===== src/design/ttr_regs.vh =====
/*
 * Constants for the triple 8-bit reload timer block: mode register field
 * positions, reset values and count-source divide figures.
 * Assumes inclusion by the timer design file only.
 */
`ifndef TTR_REGS_VH
`define TTR_REGS_VH

// Mode register fields
`define TTR_MODE_START_LOW   0
`define TTR_MODE_OUT_EN      1
`define TTR_MODE_T2_LATCH    2
`define TTR_MODE_T2_SRC      3
`define TTR_MODE_T3_SRC      4
`define TTR_MODE_T1_SRC      5
`define TTR_MODE_RESET       6'h00

// Counter and latch reset values
`define TTR_CNT_RESET        8'hff
`define TTR_LATCH_RESET      8'hff

// Oscillator prescale
`define TTR_PRESCALE_DIV     16
`define TTR_PRESCALE_MAX     4'hf

`endif


===== src/design/ttr_timers.v =====
/*
 * Three 8-bit down-counting reload timers with a toggling pulse output
 * on the second timer. Registers are plain ports: one write strobe per
 * timer with shared write data, the mode register as a port, counters read back.
 * Timer one counts a divided or sub oscillator source; timers two and
 * three count timer one underflows or the divided source. Each timer
 * has a sticky request flag and a one-cycle request pulse.
 *
 * Assumes oscillator inputs are already synchronous to ref_clk and
 * slower than half its rate, so every source edge is seen.
 * Assumes the write strobes last one cycle each; a longer strobe
 * rewrites the counter, or only the latch for a timer two latch-only write, on every cycle it stands.
 * Assumes clk_en low freezes the whole block, request pulses included.
 * Assumes the pin's direction setting lives outside this block; the
 * drive enable here only follows the output control bit.
 */
// Notes on behaviour
// - Three independent 8-bit counters decrement per count
// - Counting starts by itself after reset release
// - Count at zero underflows and reloads latch
// - Underflow sets sticky request flag and requests
// - Flag clears on acceptance or software clear
// - Underflow every initial value plus one counts
// - Timers one, three: write loads counter and latch
// - Timer two latch-only write reloads at underflow
// - Timer two toggles pulse pin each underflow
// - Pulses appear once output control set
// - Counter and latch share address; read gives counter
// - Latch value is never readable
// - Timer one source: main/16 (sub/16 in low speed) or sub clock
// - Timers two, three: timer one underflow or main/16 (sub/16 in low speed)
// - Start level high when bit zero, else low
// - Output disabled when control bit zero
`timescale 1ns/100ps
`include "ttr_regs.vh"

module ttr_timers #(
    parameter WIDTH = 8
) (
    // Clock, reset, enable
    input wire ref_clk,
    input wire sys_rst,
    input wire clk_en,
    // Oscillators and speed mode
    input wire main_osc_in,
    input wire sub_osc_in,
    input wire low_speed,
    // Mode register
    input wire [5:0] triple_timer_mode_reg,
    // Timer writes
    input wire t1_wr,
    input wire t2_wr,
    input wire t3_wr,
    input wire [WIDTH-1:0] wr_data,
    // Flag clears and interrupt acceptance
    input wire [2:0] irq_flag_clr,
    input wire [2:0] irq_ack,
    // Counter read-back
    output wire [WIDTH-1:0] t1_count,
    output wire [WIDTH-1:0] t2_count,
    output wire [WIDTH-1:0] t3_count,
    // Interrupt requests
    output wire [2:0] irq_flag,
    output wire [2:0] irq_pulse,
    // Pulse output pin
    output wire toggle_pulse_out_pin,
    output wire toggle_pulse_out_en
);

    // Sampled oscillator levels for edge detection
    reg main_q;
    reg sub_q;
    // Prescaler position within sixteen source edges
    reg [3:0] pre_q;
    // Counters, shown on the read-back ports
    reg [WIDTH-1:0] cnt1_q;
    reg [WIDTH-1:0] cnt2_q;
    reg [WIDTH-1:0] cnt3_q;
    // Reload latches, never shown outside
    reg [WIDTH-1:0] lat1_q;
    reg [WIDTH-1:0] lat2_q;
    reg [WIDTH-1:0] lat3_q;
    // Sticky flags and one-cycle request pulses
    reg [2:0] flag_q;
    reg [2:0] pulse_q;
    // Pulse pin level and its drive enable
    reg tog_q;
    reg out_en_q;

    // Count enables and underflow strobes
    wire osc_src;
    wire osc_rise;
    wire sub_rise;
    wire div16_en;
    wire src1_en;
    wire src2_en;
    wire src3_en;
    wire uf1;
    wire uf2;
    wire uf3;
    wire [2:0] uf_all;
    // Write and clear decodes
    wire t2_latch_only;
    wire t2_full_wr;
    wire [2:0] flag_clear;
    // Mode bits by name
    wire start_low;
    wire out_en_req;
    wire t1_sel_sub;
    wire t2_sel_div;
    wire t3_sel_div;
    wire out_en_set;

    // True when a counter holds zero; its next count underflows
    function is_zero;
        input [WIDTH-1:0] cnt;
        begin
            is_zero = (cnt == {WIDTH{1'b0}});
        end
    endfunction

    // Next counter value for one count enable
    function [WIDTH-1:0] next_count;
        input [WIDTH-1:0] cnt;
        input [WIDTH-1:0] lat;
        begin
            if (is_zero(cnt)) begin
                next_count = lat;
            end else begin
                next_count = cnt - {{(WIDTH-1){1'b0}}, 1'b1};
            end
        end
    endfunction

    // Mode register bits by name
    assign start_low = triple_timer_mode_reg[`TTR_MODE_START_LOW];
    assign out_en_req = triple_timer_mode_reg[`TTR_MODE_OUT_EN];
    assign t2_latch_only = triple_timer_mode_reg[`TTR_MODE_T2_LATCH];
    assign t2_sel_div = triple_timer_mode_reg[`TTR_MODE_T2_SRC];
    assign t3_sel_div = triple_timer_mode_reg[`TTR_MODE_T3_SRC];
    assign t1_sel_sub = triple_timer_mode_reg[`TTR_MODE_T1_SRC];

    // Oscillator edge detection for count enables.
    // Both samplers reset low, the idle level of a stopped oscillator,
    // so no false edge follows reset.
    always @(posedge ref_clk) begin
        if (sys_rst) begin
            main_q <= 1'b0;
            sub_q <= 1'b0;
        end else if (clk_en) begin
            main_q <= osc_src;
            sub_q <= sub_osc_in;
        end
    end

    // Low speed mode swaps the divided clock to the sub oscillator.
    // Switching it while the two levels differ can give one stray edge.
    assign osc_src = low_speed ? sub_osc_in : main_osc_in;
    assign osc_rise = osc_src & ~main_q;
    assign sub_rise = sub_osc_in & ~sub_q;

    // Divide by sixteen prescaler on source rising edges.
    // It runs freely from reset, so the first divided enable after a
    // source change may come early; the timers accept that jitter.
    always @(posedge ref_clk) begin
        if (sys_rst) begin
            pre_q <= 4'h0;
        end else if (clk_en && osc_rise) begin
            pre_q <= pre_q + 4'h1;
        end
    end

    // One enable on every sixteenth source edge
    assign div16_en = osc_rise && (pre_q == `TTR_PRESCALE_MAX);

    // Count source selection; timers two and three may chain on timer one,
    // so a timer one underflow counts them in the same cycle
    assign src1_en = t1_sel_sub ? sub_rise : div16_en;
    assign src2_en = t2_sel_div ? div16_en : uf1;
    assign src3_en = t3_sel_div ? div16_en : uf1;

    // A full write to timer two beats a count in the same cycle
    assign t2_full_wr = t2_wr && !t2_latch_only;

    // Underflow strobes. A timer one or three write, or a full timer two write, in the same cycle
    // replaces the count, so no underflow is reported then; a latch-only underflow still reports.
    assign uf1 = src1_en && is_zero(cnt1_q) && !t1_wr;
    assign uf2 = src2_en && is_zero(cnt2_q) && !t2_full_wr;
    assign uf3 = src3_en && is_zero(cnt3_q) && !t3_wr;
    assign uf_all = {uf3, uf2, uf1};

    // Timer one: a write loads counter and latch together, so a write
    // while counting shortens or stretches the period in progress
    always @(posedge ref_clk) begin
        if (sys_rst) begin
            cnt1_q <= `TTR_CNT_RESET;
            lat1_q <= `TTR_LATCH_RESET;
        end else if (clk_en) begin
            if (t1_wr) begin
                cnt1_q <= wr_data;
                lat1_q <= wr_data;
            end else if (src1_en) begin
                cnt1_q <= next_count(cnt1_q, lat1_q);
            end
        end
    end

    // Timer three: same write behaviour as timer one.
    // It has no pin, only its flag and pulse.
    always @(posedge ref_clk) begin
        if (sys_rst) begin
            cnt3_q <= `TTR_CNT_RESET;
            lat3_q <= `TTR_LATCH_RESET;
        end else if (clk_en) begin
            if (t3_wr) begin
                cnt3_q <= wr_data;
                lat3_q <= wr_data;
            end else if (src3_en) begin
                cnt3_q <= next_count(cnt3_q, lat3_q);
            end
        end
    end

    // Timer two: in latch-only mode a write waits for the next underflow.
    // A latch-only write in the underflow cycle itself loads the new value.
    always @(posedge ref_clk) begin
        if (sys_rst) begin
            cnt2_q <= `TTR_CNT_RESET;
            lat2_q <= `TTR_LATCH_RESET;
        end else if (clk_en) begin
            if (t2_wr) begin
                lat2_q <= wr_data;
            end
            if (t2_full_wr) begin
                cnt2_q <= wr_data;
            end else if (uf2 && t2_wr) begin
                cnt2_q <= wr_data;
            end else if (src2_en) begin
                cnt2_q <= next_count(cnt2_q, lat2_q);
            end
        end
    end

    // Either a software clear or an accepted request drops a flag
    assign flag_clear = irq_flag_clr | irq_ack;

    // Sticky flags: underflow wins over a clear in the same cycle
    always @(posedge ref_clk) begin
        if (sys_rst) begin
            flag_q <= 3'h0;
        end else if (clk_en) begin
            flag_q <= uf_all | (flag_q & ~flag_clear);
        end
    end

    // Request pulses: one cycle per underflow, registered
    always @(posedge ref_clk) begin
        if (sys_rst) begin
            pulse_q <= 3'h0;
        end else if (clk_en) begin
            pulse_q <= uf_all;
        end
    end

    // Output enable follows the control bit one cycle later
    always @(posedge ref_clk) begin
        if (sys_rst) begin
            out_en_q <= 1'b0;
        end else if (clk_en) begin
            out_en_q <= out_en_req;
        end
    end

    // Enabling the output loads the start level
    assign out_en_set = out_en_req && !out_en_q;

    // Pin level: start level on enable, then inverts on each timer two
    // underflow; while disabled the level is held
    always @(posedge ref_clk) begin
        if (sys_rst) begin
            tog_q <= 1'b1;
        end else if (clk_en) begin
            if (out_en_set) begin
                tog_q <= ~start_low;
            end else if (uf2 && out_en_q) begin
                tog_q <= ~tog_q;
            end
        end
    end

    // Read-back shows counters only, never latches
    assign t1_count = cnt1_q;
    assign t2_count = cnt2_q;
    assign t3_count = cnt3_q;

    // Interrupt outputs
    assign irq_flag = flag_q;
    assign irq_pulse = pulse_q;

    // Pulse pin and its drive enable
    assign toggle_pulse_out_pin = tog_q;
    assign toggle_pulse_out_en = out_en_q;

endmodule


===== config.mk =====
export PLATFORM = sky130hd
export DESIGN_NAME = ttr_timers
export DESIGN_NICKNAME = d
export VERILOG_FILES = /design/src/design/ttr_timers.v
export VERILOG_INCLUDE_DIRS = /design/src /design/src/design
export SDC_FILE = /design/constraint.sdc
export NUM_CORES = 1
export LEC_CHECK = 0
export BUFFER_PORTS_ARGS = -buffer_cell sky130_fd_sc_hd__buf_2
export CAP_MARGIN = 20
export CORE_ASPECT_RATIO = 1.2
export CORE_MARGIN = 5
export CORE_UTILIZATION = 30
export CTS_CLUSTER_DIAMETER = 30
export DETAILED_ROUTE_END_ITERATION = 8
export PLACE_DENSITY_LB_ADDON = 0.12
export SLEW_MARGIN = 0
export SYNTH_ARGS = -nofsm -noshare
export SYNTH_HDL_FRONTEND = slang
export SYNTH_SLANG_ARGS = --single-unit

===== constraint.sdc =====
create_clock -name ref_clk -period 5.4 [get_ports ref_clk]
set_input_delay 1.08 -clock ref_clk [delete_from_list [all_inputs] [get_ports ref_clk]]
set_output_delay 1.08 -clock ref_clk [all_outputs]
set_load 0.03 [all_outputs]

==> flow_summary.toml, run 1 <==
[setup_path]
slowest_delay_ns = 0.68
cp_top_family = "compound AO/OA/AOI/OAI gates"
endpoint_kind = "flip-flop"
path_class = "input pin to flip-flop"
start_kind = "input pin"
worstPathCellList = "buf_2 > or4b_1 > nor2_1 > a221oi_1 > o21ai_1 > mux2_2 > o22a_1"
crit_path_top_delay_cell = "o21ai_1"
critPathArrivalTime_ns = 3.45
required_ns = 5.62
worst-path-max-fanout = 25
crit_buf_inv = 1

[sta]
rsz0062_at_grt = "no"
worstMarginPinSlew_ns = 1.03
final.setup.worst_slack_ns = 2.17
fin_crit_ns = 3.23
slew_violations = 0
max_freq_ghz = 0.309
hold_viol = 0
relSlewSlack_pct = 30.6
period_share_pct = 59.8
finalSetupViolations = 0
fin_tns_setup_ns = 0
skew_ns = 0.00665

[place]
dp_hpwl_um = 6530
portBuffers = 60
globalplace.congestion = 0.805
dp_cells = 579
place_ws_ns = 1.81

[outcome]
outcome = "completed"

[yosys]
synth-edff-count = 0
synthAdderAreaFrac_pct = 2.70
ys_async_sr_fraction_pct = 0
synth_xor_xnor_area_share_pct = 3.77
synth_seq_cells = 62
synth.area.mux_share_pct = 3.62
yosys_warnings = 0
syn-num-nets = 447
synth_compound_area_share_pct = 19.6
netlist_area_um2 = 3250
syn_inst = 411
ys_seq_area_share_pct = 38.2
synth_cell_types = 51
synthSimpleGateAreaFrac_pct = 28.2
synth.avg_cell_area_um2 = 7.91
yosys_most_used_dff = "dfxtp_1"
synth_top_family_by_area = "simple AND/OR/NAND/NOR gates"

[floorplanning]
fp-row-count = 41
io_pins = 61
start_util_pct = 30.7
die_w_um = 105
die_y_um = 124
core-area_um2 = 10600
design.die.area_um2 = 13000

[routing]
viasPerCell = 5.21
wirelength_um = 9340
antenna_left = 0
drt_pass1_iterations = 4
drtIter0Drc = 121
wl_per_cell_um = 15.7
vias = 3101
route.detailed.drc = 0

[cts]
ctsHtreeMaxLevel = 3
cts_resized = 0
cts_buffer_depth = 2
cts_setup_buffers = 0
clkTransAtPathRegs_ns = 0.05
cts_buffers = 9
cts.sinks = 62
cts_tree = "yes"
hold_buffers = 0
insertion_delay_ns = 0.33
root_buffer = "clkbuf_16"

[grt]
grt_max_degree = 39
grt_pass1_vias = 3054
grt_busiest_layer = "met2"
grt_pass1_wl_um = 15300
antenna_found_initial = 0
use_met3_pct = 4.51
grtUsageMet1_pct = 18.4
globalRouteTotalUtil_pct = 14.9
overflow = 0
grt_util_met2_pct = 23.9

[hold_path]
hp-class = "flip-flop to flip-flop"

[pwr]
power.leakage_nw = 1.62
power_frac_comb_pct = 11.6
total_power_mw = 1.27
pwr-share-clk_pct = 48.4
peakVddDrop_mv = 0.127
powerDensity_nw_per_um2 = 320
intPower_mw = 0.943
swShare_pct = 25.5
netSwitchingPower_mw = 0.323
p_seq_share_pct = 40.0

[layout]
regArea_um2 = 1240
fin_cells = 595
drive_above_1_share_pct = 18.9
multi_input_area_um2 = 1890
mostFrequentLayoutCells = "dfxtp_1 (62), buf_2 (60), nand2_1 (58)"
layout.nets = 497
syn2layout_area_growth_pct = 21.9
insertedDiodeCount = 0
layout_commonest_cell = "dfxtp_1"
fillers = 1123

[flow_run]
maxCapViolations = 0
-- routing by layer --
metal | up-vias | wire length [µm]
li1 | 1584 | -
met1 | 1445 | 4440
met2 | 62 | 4310
met3 | 10 | 431
met4 | 0 | 152
met5 | - | 0
-- per-stage QoR --
stage / hold slack [ns] / instance area, µm² / util [%]
global route: 0.477 / 3960 / 37.5
CTS: 0.455 / 3960 / 37.5
global placement: 0.435 / 3640 / 34.5
finish: 0.450 / 3960 / 37.5
floorplan: 0.427 / 3250 / -
detailed placement: 0.442 / 3640 / 34.5
-- path summary, 6_finish.rpt --
check,from,endpoint,slack (ns),cells after the start
max reg2reg,t1_count[0],t2_count[3],2.57,8
min,irq_flag[1],irq_flag[1],0.45,2
min reg2reg,irq_flag[1],irq_flag[1],0.45,2
max,t1_wr,t2_count[3],2.17,7
-- cells by family after synthesis --
| family | count (synthesis) |
|---|---|
| and+or+nand+nor | 189 |
| xor gates and xnor gates | 14 |
| muxes | 11 |
| buffers and inverters | 33 |
| adders and majority gates | 7 |
| AOI/OAI and AO/OA | 95 |
| DFF | 62 |
-- cell type report --
| cell class | instances | area share, % |
|---|---|---|
| flip-flops and latches | 62 | 31.3 |
| clock inverters | 2 | 0.947 |
| repair buffers | 62 | 7.96 |
| multi-input cells | 316 | 47.6 |
| well taps | 129 | 4.07 |
| inverters | 10 | 0.947 |
| clock buffers | 14 | 7.17 |
-- worst reg2reg max path: stages (launching register included) --
cell and delay, ns:
dfxtp_1 0.35, inv_1 0.12, ha_1 0.20, or4b_1 0.48, nor2_1 0.18, a221oi_1 0.16
o21ai_1 0.68, mux2_2 0.41, o22a_1 0.15
-- registers in the layout, summed over array words and instances, names as in the netlist --
signal,count
irq_flag,3
irq_pulse,3
lat1_q,8
lat2_q,8
lat3_q,8
main_q,1
pre_q,4
sub_q,1
t1_count,8
t2_count,8
t3_count,8
toggle_pulse_out_en,1
toggle_pulse_out_pin,1
-- power by group through the flow --
stage,registers [mW],logic (mW),clock network [mW]
after CTS,0.507,0.148,0.630
after detailed placement,0.517,0.147,0
final,0.507,0.146,0.613
after floorplan,0.531,0.0815,0
after global placement,0.516,0.147,0
after global routing,0.511,0.164,0.653
-- Yosys cell counts (8+ instances only) --
| cell type | number | share of area, % |
|---|---|---|
| nand3_1 | 44 | 6.8 |
| clkbuf_1 | 20 | 2.3 |
| a211oi_1 | 9 | 2.1 |
| nor3_1 | 8 | 1.2 |
| inv_1 | 10 | 1.2 |
| a21oi_1 | 33 | 5.1 |
| xor2_1 | 8 | 2.2 |
| nand2_1 | 58 | 6.7 |
| nor2_1 | 40 | 4.6 |
| o21ai_0 | 11 | 1.7 |
| dfxtp_1 | 62 | 38 |
No activity file was read; power rests on OpenSTA's default activity.
==> run 2, diff against run 1 <==
==> constraint.sdc (replaced) <==
create_clock -name ref_clk -period 3.11 [get_ports ref_clk]
set_input_delay 0.622 -clock ref_clk [delete_from_list [all_inputs] [get_ports ref_clk]]
set_output_delay 0.622 -clock ref_clk [all_outputs]
set_load 0.03 [all_outputs]
==> run 2 against run 1 <==
Against the previous run: sequential share of layout area fell by 0.30 points; via count rose by 2.8%; final area rose by 0.98%; highest routed layer unchanged; non-clock buffer count rose by 5; largest cell class unchanged; hold slack improved by 0.0026 ns; global-route usage rose by 0.057 points; routed wire length rose by 0.57%; clock power rose by 78%.
==> flow_summary.toml, run 2 (synthesis gave the netlist of run 1 again) <==
[setup_path]
rr_startpoint = "t1_count[0]"
worst-path-max-fanout = 11
required_ns = 3.32
r2r_end = "t3_count[0]"
slowest_delay_ns = 0.56
critPathArrivalTime_ns = 2.81
startpoint = "t1_count[0]"
crit_buf_inv = 1
cpMostUsedCell = "or4b_1"
start_kind = "flip-flop"
crit_cells = 8
crit_path_top_delay_cell = "or4b_1"
worstPathCellList = "inv_1 > ha_1 > or4b_1 > nor2_1 > a22o_1 > o21ai_1 > or4b_1 > o311a_1"
endpoint_kind = "flip-flop"
endpoint = "t3_count[0]"
regToRegSetupSlack_ns = 0.51
path_class = "flip-flop to flip-flop"
cp_top_family = "simple AND/OR/NAND/NOR gates"
reg2reg_depth = 8

[sta]
hold_viol = 0
rsz0062_at_grt = "no"
relSlewSlack_pct = 36.4
worstMarginPinSlew_ns = 0.949
period_share_pct = 83.5
fin_hold_ws_ns = 0.453
fin_tns_setup_ns = 0
finalSetupViolations = 0
fin_crit_ns = 2.60
skew_ns = 0.0101
slew_violations = 0
max_freq_ghz = 0.385

[layout]
syn2layout_area_growth_pct = 23.1
mostFrequentLayoutCells = "dfxtp_1 (62), buf_2 (60), nand2_1 (58)"
multi_input_area_um2 = 1890
final_util_pct = 37.9
final_area_um2 = 4000
insertedDiodeCount = 0
layout.nets = 502
fillers = 1119
layout_commonest_cell = "dfxtp_1"
regArea_um2 = 1240
drive_above_1_share_pct = 19.8

[outcome]
outcome = "completed"

[cts]
cts_resized = 0
cts_buffer_depth = 2
clkTransAtPathRegs_ns = 0.06
cts.sinks = 62
cts_tree = "yes"
ctsHtreeMaxLevel = 3
hold_buffers = 0
root_buffer = "clkbuf_16"
cts_buffers = 9
cts_setup_buffers = 0
insertion_delay_ns = 0.33

[pwr]
total_power_mw = 2.23
peakVddDrop_mv = 0.237
powerDensity_nw_per_um2 = 557
power.leakage_nw = 1.65

[routing]
wl_per_cell_um = 15.7
drtIter0Drc = 171
wirelength_um = 9390
drt_pass1_iterations = 4
vias = 3189
viasPerCell = 5.32
route.detailed.drc = 0
antenna_left = 0

[grt]
globalRouteTotalUtil_pct = 14.9
grt_pass1_vias = 3121
grt_max_degree = 33
grt_pass1_wl_um = 15700
overflow = 0
grt_busiest_layer = "met2"
grtUsageMet1_pct = 19.3
use_met3_pct = 3.78
grt_util_met2_pct = 24.1
antenna_found_initial = 0

[place]
globalplace.congestion = 0.793
placed_area_um2 = 3680
portBuffers = 60
dp_hpwl_um = 6620

[floorplanning]
fp-row-count = 41
die_w_um = 105
design.die.area_um2 = 13000
core-area_um2 = 10600
start_util_pct = 30.7
io_pins = 61
die_y_um = 124

[hold_path]
hp-class = "flip-flop to flip-flop"

[flow_run]
maxCapViolations = 0
-- run 2: cell types whose count changed in the layout (fill, tap and decap cells not counted), sizes merged --
cell      change
clkbuf        -3
clkinvlp      -1
buf           +5
clkinv        +2
bufinv        +1
-- run 2: worst min-delay path by stage --
stage | startpoint | end | slack [ns] | cells past startpoint
global route | irq_pulse[2] | irq_pulse[2] | 0.48 | 2
detailed placement | lat3_q[1] | lat3_q[1] | 0.44 | 1
floorplan | lat3_q[1] | lat3_q[1] | 0.43 | 1
global placement | lat3_q[1] | lat3_q[1] | 0.44 | 1
finish | irq_flag[1] | irq_flag[1] | 0.45 | 2
CTS | lat3_q[1] | lat3_q[1] | 0.45 | 1
-- run 2: area by class of cell --
type	count	share of cell area [%]
multi-input cells	316	47.1
flip-flops and latches	62	31.0
repair buffers	67	8.82
clock buffers	11	6.32
well taps	129	4.03
clock inverters	4	1.75
inverters	10	0.938
-- run 2: per-stage QoR --
step,worst slack (ns),std cells
after floorplan,0.580,411
after global placement,0.405,584
after detailed placement,0.353,584
after CTS,0.489,599
after global routing,0.216,599
final,0.514,599
-- run 2: metal layers --
layer / vias up / routed length, µm
li1: 1590 / -
met1: 1509 / 4450
met2: 77 / 4400
met3: 13 / 412
met4: 0 / 130
met5: - / 0
-- run 2: where the power goes --
part           total, mW  internal [mW]  switching, mW
registers          0.880          0.838         0.0419
logic              0.261         0.0959          0.165
clock network       1.09          0.737          0.351
total               2.23           1.67          0.558
-- run 2: worst reg2reg max path, stage by stage, from the launching register on --
cell and delay (ns):
dfxtp_1 0.35, inv_1 0.11, ha_1 0.19, or4b_1 0.50, nor2_1 0.18, a22o_1 0.24
o21ai_1 0.25, or4b_1 0.56, o311a_1 0.12
